## src/logic/dplcb_pkg.sv

```systemverilog
// Purpose: shared constants, field layout and decode tables of the loop configuration bank
// Assumes: 32-bit serial words, register address in the low five bits of each word
// Notes:   ps, ohm, pF and uA outputs are plain binary values
package dplcb_pkg;

  // ==========================================================
  // widths
  localparam int unsigned WORD_W = 32;
  localparam int unsigned PS_W   = 16;
  localparam int unsigned CNT_W  = 14;
  localparam int unsigned DIV_W  = 10;

  // ==========================================================
  // register addresses (serial word bits 4:0)
  localparam logic [4:0] ADDR_FILTER_DELAY = 5'h18;
  localparam logic [4:0] ADDR_DAC_LOCK1    = 5'h19;
  localparam logic [4:0] ADDR_SECOND_LOOP  = 5'h1A;
  localparam logic [4:0] ADDR_FIRST_LOOP   = 5'h1B;
  localparam int unsigned ADDR_MSB = 4;

  // ==========================================================
  // field positions (lsb)
  localparam int unsigned CAP3_LSB      = 24;
  localparam int unsigned RES4_LSB      = 20;
  localparam int unsigned RES3_LSB      = 16;
  localparam int unsigned FB_DLY_LSB    = 12;
  localparam int unsigned REF_DLY_LSB   = 8;
  localparam int unsigned WIN1_LSB      = 6;
  localparam int unsigned DAC_DIV_LSB   = 22;
  localparam int unsigned LOCK_CNT_LSB  = 6;
  localparam int unsigned WIN2_LSB      = 30;
  localparam int unsigned DOUBLER_BIT   = 29;
  localparam int unsigned POL_BIT       = 28;
  localparam int unsigned GAIN_LSB      = 26;
  localparam int unsigned HIZ_BIT       = 5;
  localparam int unsigned PRE_ONE_LSB   = 22;
  localparam int unsigned PRE_ZERO_LSB  = 20;

  // ==========================================================
  // reset values
  localparam logic [WORD_W-1:0] RST_FILTER_DELAY = 32'h0000_0018;
  localparam logic [WORD_W-1:0] RST_DAC_LOCK1    = 32'h0040_0059;
  localparam logic [WORD_W-1:0] RST_SECOND_LOOP  = 32'h8000_005A;
  localparam logic [WORD_W-1:0] RST_FIRST_LOOP   = 32'h0000_001B;

  // ==========================================================
  // codes and steps
  localparam logic [3:0]  CAP3_RSV_FIRST = 4'hE;
  localparam logic [2:0]  RES_RSV_FIRST  = 3'h5;
  localparam logic [10:0] DLY_STEP_PS    = 11'h0CD;
  localparam logic [1:0]  WIN2_VALID     = 2'h2;
  localparam logic [PS_W-1:0] WIN2_PS    = 16'h0E74;

  typedef enum logic [1:0] {
    DPLCB_SER_IDLE  = 2'b00,
    DPLCB_SER_SHIFT = 2'b01,
    DPLCB_SER_LATCH = 2'b11
  } dplcb_ser_e;

  // ==========================================================
  // decode tables
  function automatic logic [5:0] dplcb_cap_pf(input logic [3:0] code);
    case (code)
      4'h0:    dplcb_cap_pf = 6'h0A;
      4'h1:    dplcb_cap_pf = 6'h0B;
      4'h2:    dplcb_cap_pf = 6'h0F;
      4'h3:    dplcb_cap_pf = 6'h10;
      4'h4:    dplcb_cap_pf = 6'h13;
      4'h5:    dplcb_cap_pf = 6'h14;
      4'h6:    dplcb_cap_pf = 6'h18;
      4'h7:    dplcb_cap_pf = 6'h19;
      4'h8:    dplcb_cap_pf = 6'h1D;
      4'h9:    dplcb_cap_pf = 6'h1E;
      4'hA:    dplcb_cap_pf = 6'h21;
      4'hB:    dplcb_cap_pf = 6'h22;
      4'hC:    dplcb_cap_pf = 6'h26;
      4'hD:    dplcb_cap_pf = 6'h27;
      default: dplcb_cap_pf = 6'h00;
    endcase
  endfunction

  function automatic logic [14:0] dplcb_res_ohm(input logic [2:0] code);
    case (code)
      3'h0:    dplcb_res_ohm = 15'h00C8;
      3'h1:    dplcb_res_ohm = 15'h03E8;
      3'h2:    dplcb_res_ohm = 15'h07D0;
      3'h3:    dplcb_res_ohm = 15'h0FA0;
      3'h4:    dplcb_res_ohm = 15'h3E80;
      default: dplcb_res_ohm = 15'h0000;
    endcase
  endfunction

  function automatic logic [PS_W-1:0] dplcb_win1_ps(input logic [1:0] code);
    case (code)
      2'h0:    dplcb_win1_ps = 16'h157C;
      2'h1:    dplcb_win1_ps = 16'h2710;
      2'h2:    dplcb_win1_ps = 16'h48A8;
      default: dplcb_win1_ps = 16'h9C40;
    endcase
  endfunction

  function automatic logic [11:0] dplcb_pump_ua(input logic second, input logic [1:0] code,
                                                input logic hiz);
    if (hiz) begin
      dplcb_pump_ua = 12'h000;
    end else begin
      case (code)
        2'h0:    dplcb_pump_ua = 12'h064;
        2'h1:    dplcb_pump_ua = second ? 12'h190 : 12'h0C8;
        2'h2:    dplcb_pump_ua = second ? 12'h640 : 12'h190;
        default: dplcb_pump_ua = second ? 12'hC80 : 12'h640;
      endcase
    end
  endfunction

  function automatic logic [10:0] dplcb_delay_ps(input logic [2:0] code, input logic zdm);
    dplcb_delay_ps = zdm ? 11'({8'h00, code} * DLY_STEP_PS) : 11'h000;
  endfunction

endpackage

```

## src/logic/dplcb_lock_if.sv

```systemverilog
// Purpose: carries one loop's phase samples and lock settings to its lock detector
// Assumes: all signals on the bank clock
// Notes:   ctl side drives the samples, det side returns the lock level
`timescale 1ns/1ps
interface dplcb_lock_if;
  import dplcb_pkg::*;
  logic                strobe;
  logic [PS_W-1:0]     err_ps;
  logic [PS_W-1:0]     window_ps;
  logic [CNT_W-1:0]    target;
  logic                locked;

  modport det (input strobe, input err_ps, input window_ps, input target, output locked);
  modport ctl (output strobe, output err_ps, output window_ps, output target, input locked);
endinterface

```

## src/logic/dplcb_lock_det.sv

```systemverilog
// Purpose: digital lock detect of one loop, one step per phase-detector strobe
// Assumes: strobe is one clock wide, error is the magnitude in ps
// Notes:   count code zero never locks
`timescale 1ns/1ps
module dplcb_lock_det
  import dplcb_pkg::*;
(
  input  wire logic  clock,
  input  wire logic  arst_n,
  dplcb_lock_if.det  lk
);
  import dplcb_pkg::*;

  typedef struct packed {
    logic [CNT_W-1:0] cnt;
    logic             locked;
  } dplcb_lock_s;

  dplcb_lock_s lock_reg;
  dplcb_lock_s lock_next;
  logic        in_window;

  // ==========================================================
  // counter
  always_comb begin
    lock_next = lock_reg;
    in_window = lk.err_ps < lk.window_ps;
    if (lk.strobe) begin
      if (in_window) begin
        if (lock_reg.cnt != '1) begin
          lock_next.cnt = lock_reg.cnt + 14'h0001;
        end
        lock_next.locked = (lk.target != '0) && (lock_next.cnt >= lk.target);
      end else begin
        lock_next.cnt    = '0;
        lock_next.locked = 1'b0;
      end
    end
  end

  always_ff @(posedge clock or negedge arst_n) begin
    if (!arst_n) begin
      lock_reg <= '0;
    end else begin
      lock_reg <= lock_next;
    end
  end

  assign lk.locked = lock_reg.locked;
endmodule

```

## src/logic/dplcb_bank.sv

```systemverilog
// Purpose: configuration bank of four words steering the second loop's filter, both loops' pumps and lock detect, and the dividers
// Assumes: serial port pins are asynchronous; phase samples come from logic on this clock
// Notes:   words are taken msb first, committed on the rising edge of the latch pin
//
// Functional notes
// third-pole capacitor from 4-bit code, 14-15 reserved
// fourth-pole resistor five values, codes 5-7 reserved
// third-pole resistor same five values encoding
// feedback delay code times 205 ps
// reference delay code times 205 ps
// first lock window 5.5/10/18.6/40 ns
// first lock after count in-window cycles
// DAC update clock divides first detector rate
// host keeps second window code at 2
// second lock after count in-window cycles
// doubler bit doubles second loop reference
// host avoids divide-by-one without doubler
// second pump polarity bit selects slope
// second pump current table, hiz overrides
// first pump polarity bit selects slope
// first pump current table, hiz overrides
// each input has 1/2/4/8 pre-divider
// active input switch applies its pre-divider
// out-of-window sample clears count and lock
`timescale 1ns/1ps
module dplcb_bank
  import dplcb_pkg::*;
(
  input  wire logic                 clock,
  input  wire logic                 arst_n,
  input  wire logic                 cfg_clk,
  input  wire logic                 cfg_data,
  input  wire logic                 cfg_latch,
  input  wire logic                 zero_delay_mode,
  input  wire logic                 active_input_sel,
  input  wire logic                 first_pd_strobe,
  input  wire logic [dplcb_pkg::PS_W-1:0] first_phase_err_ps,
  input  wire logic                 second_pd_strobe,
  input  wire logic [dplcb_pkg::PS_W-1:0] second_phase_err_ps,
  output logic      [5:0]           second_loop_third_pole_cap,
  output logic                      third_pole_cap_reserved,
  output logic      [14:0]          second_loop_fourth_pole_res,
  output logic      [14:0]          second_loop_third_pole_res,
  output logic      [1:0]           filter_res_reserved,
  output logic      [10:0]          feedback_path_delay,
  output logic      [10:0]          reference_path_delay,
  output logic      [11:0]          first_pump_current,
  output logic                      first_pump_hiz,
  output logic                      first_pump_polarity,
  output logic      [11:0]          second_pump_current,
  output logic                      second_pump_hiz,
  output logic                      second_pump_polarity,
  output logic                      reference_doubler_enable,
  output logic      [3:0]           active_predivide,
  output logic                      dac_update,
  output logic                      first_locked,
  output logic                      second_locked
);
  import dplcb_pkg::*;

  typedef struct packed {
    logic [2:0]        s1;
    logic [2:0]        s2;
    logic [2:0]        s3;
    logic [2:0]        pin;
    logic [WORD_W-1:0] sh;
    dplcb_ser_e        st;
    logic [WORD_W-1:0] filt;
    logic [WORD_W-1:0] dacw;
    logic [WORD_W-1:0] sec;
    logic [WORD_W-1:0] fst;
    logic [5:0]        cap;
    logic              cap_rsv;
    logic [14:0]       r4;
    logic [14:0]       r3;
    logic [1:0]        res_rsv;
    logic [10:0]       fb_dly;
    logic [10:0]       ref_dly;
    logic [11:0]       p1_ua;
    logic              p1_hiz;
    logic              p1_pol;
    logic [11:0]       p2_ua;
    logic              p2_hiz;
    logic              p2_pol;
    logic              dbl;
    logic [3:0]        pre;
    logic [DIV_W-1:0]  dac_cnt;
    logic              dac_upd;
    logic [PS_W-1:0]   win1;
    logic [PS_W-1:0]   win2;
  } dplcb_bank_s;

  dplcb_bank_s bank_reg;
  dplcb_bank_s bank_next;
  logic [2:0]  rise;
  logic [DIV_W-1:0] dac_div;
  logic [1:0]  pre_code;

  dplcb_lock_if lock_one ();
  dplcb_lock_if lock_two ();

  // ==========================================================
  // serial port: three-stage pin sampling, shift, commit
  always_comb begin
    bank_next    = bank_reg;
    bank_next.s1 = {cfg_latch, cfg_data, cfg_clk};
    bank_next.s2 = bank_reg.s1;
    bank_next.s3 = bank_reg.s2;
    rise         = 3'h0;
    // a pin level counts once stages two and three agree
    for (int i = 0; i < 3; i++) begin
      if (bank_reg.s2[i] == bank_reg.s3[i]) begin
        bank_next.pin[i] = bank_reg.s3[i];
        rise[i]          = bank_reg.s3[i] && !bank_reg.pin[i];
      end
    end
    case (bank_reg.st)
      DPLCB_SER_IDLE: begin
        // latch edges seen here commit nothing
        if (rise[0] && !bank_next.pin[2]) begin
          bank_next.sh = {bank_reg.sh[WORD_W-2:0], bank_next.pin[1]};
          bank_next.st = DPLCB_SER_SHIFT;
        end
      end
      DPLCB_SER_SHIFT: begin
        if (rise[2]) begin
          bank_next.st = DPLCB_SER_LATCH;
        end else if (rise[0]) begin
          bank_next.sh = {bank_reg.sh[WORD_W-2:0], bank_next.pin[1]};
        end
      end
      DPLCB_SER_LATCH: begin
        case (bank_reg.sh[ADDR_MSB:0])
          ADDR_FILTER_DELAY: bank_next.filt = bank_reg.sh;
          ADDR_DAC_LOCK1:    bank_next.dacw = bank_reg.sh;
          ADDR_SECOND_LOOP:  bank_next.sec  = bank_reg.sh;
          ADDR_FIRST_LOOP:   bank_next.fst  = bank_reg.sh;
          default:           bank_next.filt = bank_reg.filt;
        endcase
        bank_next.st = DPLCB_SER_IDLE;
      end
      default: bank_next.st = DPLCB_SER_IDLE;
    endcase

    // ==========================================================
    // decoded controls
    // reserved codes read as zero and raise their flag
    bank_next.cap     = dplcb_cap_pf(bank_reg.filt[CAP3_LSB+:4]);
    bank_next.cap_rsv = bank_reg.filt[CAP3_LSB+:4] >= CAP3_RSV_FIRST;
    bank_next.r4      = dplcb_res_ohm(bank_reg.filt[RES4_LSB+:3]);
    bank_next.r3      = dplcb_res_ohm(bank_reg.filt[RES3_LSB+:3]);
    bank_next.res_rsv = {bank_reg.filt[RES4_LSB+:3] >= RES_RSV_FIRST,
                         bank_reg.filt[RES3_LSB+:3] >= RES_RSV_FIRST};
    bank_next.fb_dly  = dplcb_delay_ps(bank_reg.filt[FB_DLY_LSB+:3], zero_delay_mode);
    bank_next.ref_dly = dplcb_delay_ps(bank_reg.filt[REF_DLY_LSB+:3], zero_delay_mode);
    bank_next.win1    = dplcb_win1_ps(bank_reg.filt[WIN1_LSB+:2]);
    bank_next.win2    = WIN2_PS;
    bank_next.p2_hiz  = bank_reg.sec[HIZ_BIT];
    bank_next.p2_ua   = dplcb_pump_ua(1'b1, bank_reg.sec[GAIN_LSB+:2], bank_reg.sec[HIZ_BIT]);
    bank_next.p2_pol  = bank_reg.sec[POL_BIT];
    bank_next.dbl     = bank_reg.sec[DOUBLER_BIT];
    bank_next.p1_hiz  = bank_reg.fst[HIZ_BIT];
    bank_next.p1_ua   = dplcb_pump_ua(1'b0, bank_reg.fst[GAIN_LSB+:2], bank_reg.fst[HIZ_BIT]);
    bank_next.p1_pol  = bank_reg.fst[POL_BIT];
    pre_code          = active_input_sel ? bank_reg.fst[PRE_ONE_LSB+:2]
                                         : bank_reg.fst[PRE_ZERO_LSB+:2];
    bank_next.pre     = 4'(4'h1 << pre_code);

    // ==========================================================
    // DAC update divider on first loop detector strobes
    dac_div           = bank_reg.dacw[DAC_DIV_LSB+:DIV_W];
    bank_next.dac_upd = 1'b0;
    if (first_pd_strobe && dac_div != '0) begin
      if (bank_reg.dac_cnt >= dac_div - 10'h001) begin
        bank_next.dac_cnt = '0;
        bank_next.dac_upd = 1'b1;
      end else begin
        bank_next.dac_cnt = bank_reg.dac_cnt + 10'h001;
      end
    // divisor code zero parks the count, no pulses
    end else if (dac_div == '0) begin
      bank_next.dac_cnt = '0;
    end
  end

  always_ff @(posedge clock or negedge arst_n) begin
    if (!arst_n) begin
      bank_reg      <= '0;
      bank_reg.st   <= DPLCB_SER_IDLE;
      bank_reg.filt <= RST_FILTER_DELAY;
      bank_reg.dacw <= RST_DAC_LOCK1;
      bank_reg.sec  <= RST_SECOND_LOOP;
      bank_reg.fst  <= RST_FIRST_LOOP;
    end else begin
      bank_reg <= bank_next;
    end
  end

  // ==========================================================
  // lock detectors
  assign lock_one.strobe    = first_pd_strobe;
  assign lock_one.err_ps    = first_phase_err_ps;
  assign lock_one.window_ps = bank_reg.win1;
  assign lock_one.target    = bank_reg.dacw[LOCK_CNT_LSB+:CNT_W];
  assign lock_two.strobe    = second_pd_strobe;
  assign lock_two.err_ps    = second_phase_err_ps;
  assign lock_two.window_ps = bank_reg.win2;
  assign lock_two.target    = bank_reg.sec[LOCK_CNT_LSB+:CNT_W];

  dplcb_lock_det u_lock_one (
    .clock  (clock),
    .arst_n (arst_n),
    .lk     (lock_one.det)
  );

  dplcb_lock_det u_lock_two (
    .clock  (clock),
    .arst_n (arst_n),
    .lk     (lock_two.det)
  );

  // ==========================================================
  // outputs
  assign second_loop_third_pole_cap  = bank_reg.cap;
  assign third_pole_cap_reserved     = bank_reg.cap_rsv;
  assign second_loop_fourth_pole_res = bank_reg.r4;
  assign second_loop_third_pole_res  = bank_reg.r3;
  assign filter_res_reserved         = bank_reg.res_rsv;
  assign feedback_path_delay         = bank_reg.fb_dly;
  assign reference_path_delay        = bank_reg.ref_dly;
  assign first_pump_current          = bank_reg.p1_ua;
  assign first_pump_hiz              = bank_reg.p1_hiz;
  assign first_pump_polarity         = bank_reg.p1_pol;
  assign second_pump_current         = bank_reg.p2_ua;
  assign second_pump_hiz             = bank_reg.p2_hiz;
  assign second_pump_polarity        = bank_reg.p2_pol;
  assign reference_doubler_enable    = bank_reg.dbl;
  assign active_predivide            = bank_reg.pre;
  assign dac_update                  = bank_reg.dac_upd;
  assign first_locked                = lock_one.locked;
  assign second_locked               = lock_two.locked;
endmodule

```

## config.mk

```make
export PLATFORM = sky130hd
export DESIGN_NAME = dplcb_bank
export DESIGN_NICKNAME = d
export VERILOG_FILES = /design/src/logic/dplcb_pkg.sv /design/src/logic/dplcb_lock_if.sv /design/src/logic/dplcb_lock_det.sv /design/src/logic/dplcb_bank.sv
export SDC_FILE = /design/constraint.sdc
export NUM_CORES = 1
export LEC_CHECK = 0
export BUFFER_PORTS_ARGS = -buffer_cell sky130_fd_sc_hd__buf_2
export CORE_UTILIZATION = 45
export CTS_BUF_LIST = sky130_fd_sc_hd__clkbuf_2 sky130_fd_sc_hd__clkbuf_4 sky130_fd_sc_hd__clkbuf_8
export DETAILED_ROUTE_END_ITERATION = 8
export PLACE_DENSITY = 0.62
export SLEW_MARGIN = 20
export SYNTH_ARGS = -nofsm -noshare
export SYNTH_HDL_FRONTEND = slang
export SYNTH_SLANG_ARGS = --single-unit
```

## constraint.sdc

```tcl
create_clock -name clock -period 7.4 [get_ports clock]
set_clock_uncertainty 0.05 [all_clocks]
set_input_delay 0.37 -clock clock [delete_from_list [all_inputs] [get_ports clock]]
set_output_delay 0.37 -clock clock [all_outputs]
set_load 0.005 [all_outputs]
```

==> impl_metrics.toml <==
[global_routing]
grt_max_degree = 89
antenna_found_initial = 0
grt_pass1_wl_um = 38200
grt_pass1_vias = 7751
grt.total_usage_pct = 16.7
grt-ovfl-total = 0

[logic_synthesis]
ys_seq_area_share_pct = 49.0
ys_ff_latch = 239
synth_flop_cell = "dfrtp_1"
synth_edf_count = 0
yosysUniqueCellTypes = 67
syn_area_mm2 = 0.0122
async_reset_ff_share_pct = 100
synth.avg_cell_area_um2 = 11.2
synth_warnings = 0
synth_cells = 1093

[detailed_routing]
antenna_left = 0
vias = 7743
remaining_drc_errors = 0
wl_per_cell_um = 14.4
drt_first_iter_violations = 299
postRouteWirelength_um = 22100
dr.pass1.iters = 4
via_per_inst = 5.05

[cts]
cts_setup_buffers = 0
cts_resized = 0
numCtsBuffers = 41
clk_latency_ns = 0.55
clk_pin_slew_ns = 0.07
clockRootBuffer = "clkbuf_8"
hold_buffers = 4
cts_buffer_depth = 3
cts_tree = "done"
cts_sinks = 239
cts_max_level = 2

[place]
place_inst = 1453
dp_hpwl_um = 15200
gp_congestion = 0.803
port_buffers = 119

[cells_and_area]
stdcell_count = 1533
finalNetCount = 1303
multi_input_area_mm2 = 0.00517
seq_area_mm2 = 0.00598
num-fill-cells = 2362
largest_reg_flops = 114
antenna_cells = 0
drive_above_1_share_pct = 26.9
area_delta_synth_final_pct = 11.0

[power_and_ir_drop]
p_per_area_mw_per_mm2 = 211
p_leak_nw = 7.02
irDropWorstVdd_mv = 0.118

[sta]
final.setup.tns_ns = 0
final_hold_viol_count = 0
drv_slew = 0
min_period_ns = 3.63
max_freq_mhz = 276
hold-worst-slack_ns = 0.0739
rsz0062_at_grt = "no"
worst_slew_pin_slew_ns = 1.03
max-slew-margin-rel_pct = 31.0
setup_violations = 0
fin_crit_sh_pct = 49.0

[run]
cap_viol_max_count = 0

[worst_hold_path]
min_from = "active_input_sel"
hp-class = "input pin to flop"

[critical_path]
critical_path_class = "flop to flop"
cp-start-kind = "flop"
r2r_setup_slack_ns = 3.77
crit_start = "u_lock_two.lock_reg[1]$_DFFE_PN0P_"
reg2reg_from = "u_lock_two.lock_reg[1]$_DFFE_PN0P_"
crit_fanout = 7
required_ns = 7.77
arrival_ns = 4.00
cp-end-kind = "flop"

[floorplan]
core.rowCount = 59
chipWidth_um = 167
die_h_um = 167
die-area_mm2 = 0.0278
initial_core_util_pct = 46.3
ios = 138
coreArea_mm2 = 0.0264

[outcome]
outcome = "finished clean"
[per-stage QoR]
step	setup WS [ns]	total power (W)	utilization, %	cell area (µm²)
5_1_grt	3.70	0.00299	51.4	13500
3_5_place_dp	3.84	0.00154	47.6	12600
6_report	3.77	0.00285	51.4	13500
2_1_floorplan	4.23	0.00148	-	12300
4_1_cts	3.83	0.00290	51.3	13500
3_3_place_gp	3.89	0.00154	47.6	12600
[cell usage after synthesis, types with 8 or more instances]
master	number	area [µm²]
nand2_1	52	195
nor4_1	13	81.3
nor3b_1	8	60.1
buf_4	89	668
nor3_1	13	65.1
a31oi_1	14	87.6
dfrtp_1	236	5910
xnor2_1	23	201
nor2_1	59	221
and2_1	21	131
o22ai_1	11	68.8
ha_1	94	1180
a21o_1	19	143
mux2_2	96	1080
inv_1	90	338
o21ai_0	35	175
a21oi_1	29	145
and3_1	9	56.3
nand4_1	11	68.8
nand2b_1	8	50.1
clkbuf_1	16	60.1
nor2b_1	28	175
xor2_1	10	87.6
nand3_1	17	85.1
[cell type report]
class / count / share of cell area (%)
inverters: 90 / 2.49
well taps: 335 / 3.09
multi-input cells: 665 / 38.2
clock buffers: 64 / 5.85
clock inverters: 11 / 1.05
flip-flops and latches: 239 / 44.2
repair buffers: 129 / 5.15
[where the power goes]
part | internal, W | switching, W
clock network | 0.000792 | 0.000542
logic | 0.0000617 | 0.0000777
registers | 0.00134 | 0.0000403
total | 0.00219 | 0.000660
[layer usage]
metal | global-route usage (%) | routed length [µm] | up-vias
met1 | 22.7 | 11000 | 3753
met4 | 4.71 | 391 | 0
li1 | - | - | 3820
met3 | 3.37 | 822 | 33
met5 | 0 | 0 | -
met2 | 26.9 | 9950 | 137
[path summary, 6_finish.rpt]
path | end | cells past startpoint
worst max-delay path | u_lock_two.lk.locked$_DFFE_PN0P_ | 12
worst min-delay path | active_predivide[0]$_DFF_PN0_ | 2
worst max register to register | u_lock_two.lk.locked$_DFFE_PN0P_ | 12
worst min register to register | bank_next[303]$_DFF_PN0_ | 0
max in group asynchronous | feedback_path_delay[10]$_DFF_PN0_ | 3
min in group asynchronous | bank_reg[42]$_DFFE_PN0P_ | 2
[critical path, cell delays in order, from the launching register on]
cell      delay, ns
dfrtp_1        0.44
ha_1           0.28
nand3_1        0.21
nor4b_4        0.12
nor3_1         0.67
nand2_1        0.18
xnor2_1        0.25
ha_1           0.29
a21o_1         0.18
a21o_1         0.17
a221oi_1       0.31
o21ai_0        0.11
a32o_1         0.25
[kinds of logic after synthesis]
kind of cell	Yosys count	synth area share, %
multiplexers	99	9.10
XOR/XNOR	33	2.37
buffers and inverters	202	9.09
flip-flops	239	49.0
AND/OR/NAND/NOR	265	11.6
AO/OA/AOI/OAI	154	8.50
other	2	0.0615
adder cells (fa/ha/maj)	99	10.2
[cell usage in the layout (no fill, tap or decap), types with 13 or more instances in the layout]
| master | netlist | routed |
|---|---|---|
| clkbuf_4 | 0 | 14 |
| ha_1 | 94 | 94 |
| conb_1 | 2 | 15 |
| xnor2_1 | 23 | 23 |
| inv_1 | 90 | 90 |
| buf_2 | 5 | 118 |
| nand2_1 | 52 | 51 |
| mux2_2 | 96 | 96 |
| a21oi_1 | 29 | 29 |
| a31oi_1 | 14 | 14 |
| nor3_1 | 13 | 13 |
| and2_1 | 21 | 21 |
| a21o_1 | 19 | 19 |
| o21ai_0 | 35 | 35 |
| nor2_1 | 59 | 59 |
| nand3_1 | 17 | 17 |
| clkbuf_8 | 0 | 50 |
| nor2b_1 | 28 | 28 |
| dfrtp_1 | 236 | 236 |
No activity file was read; power rests on OpenSTA's default activity.
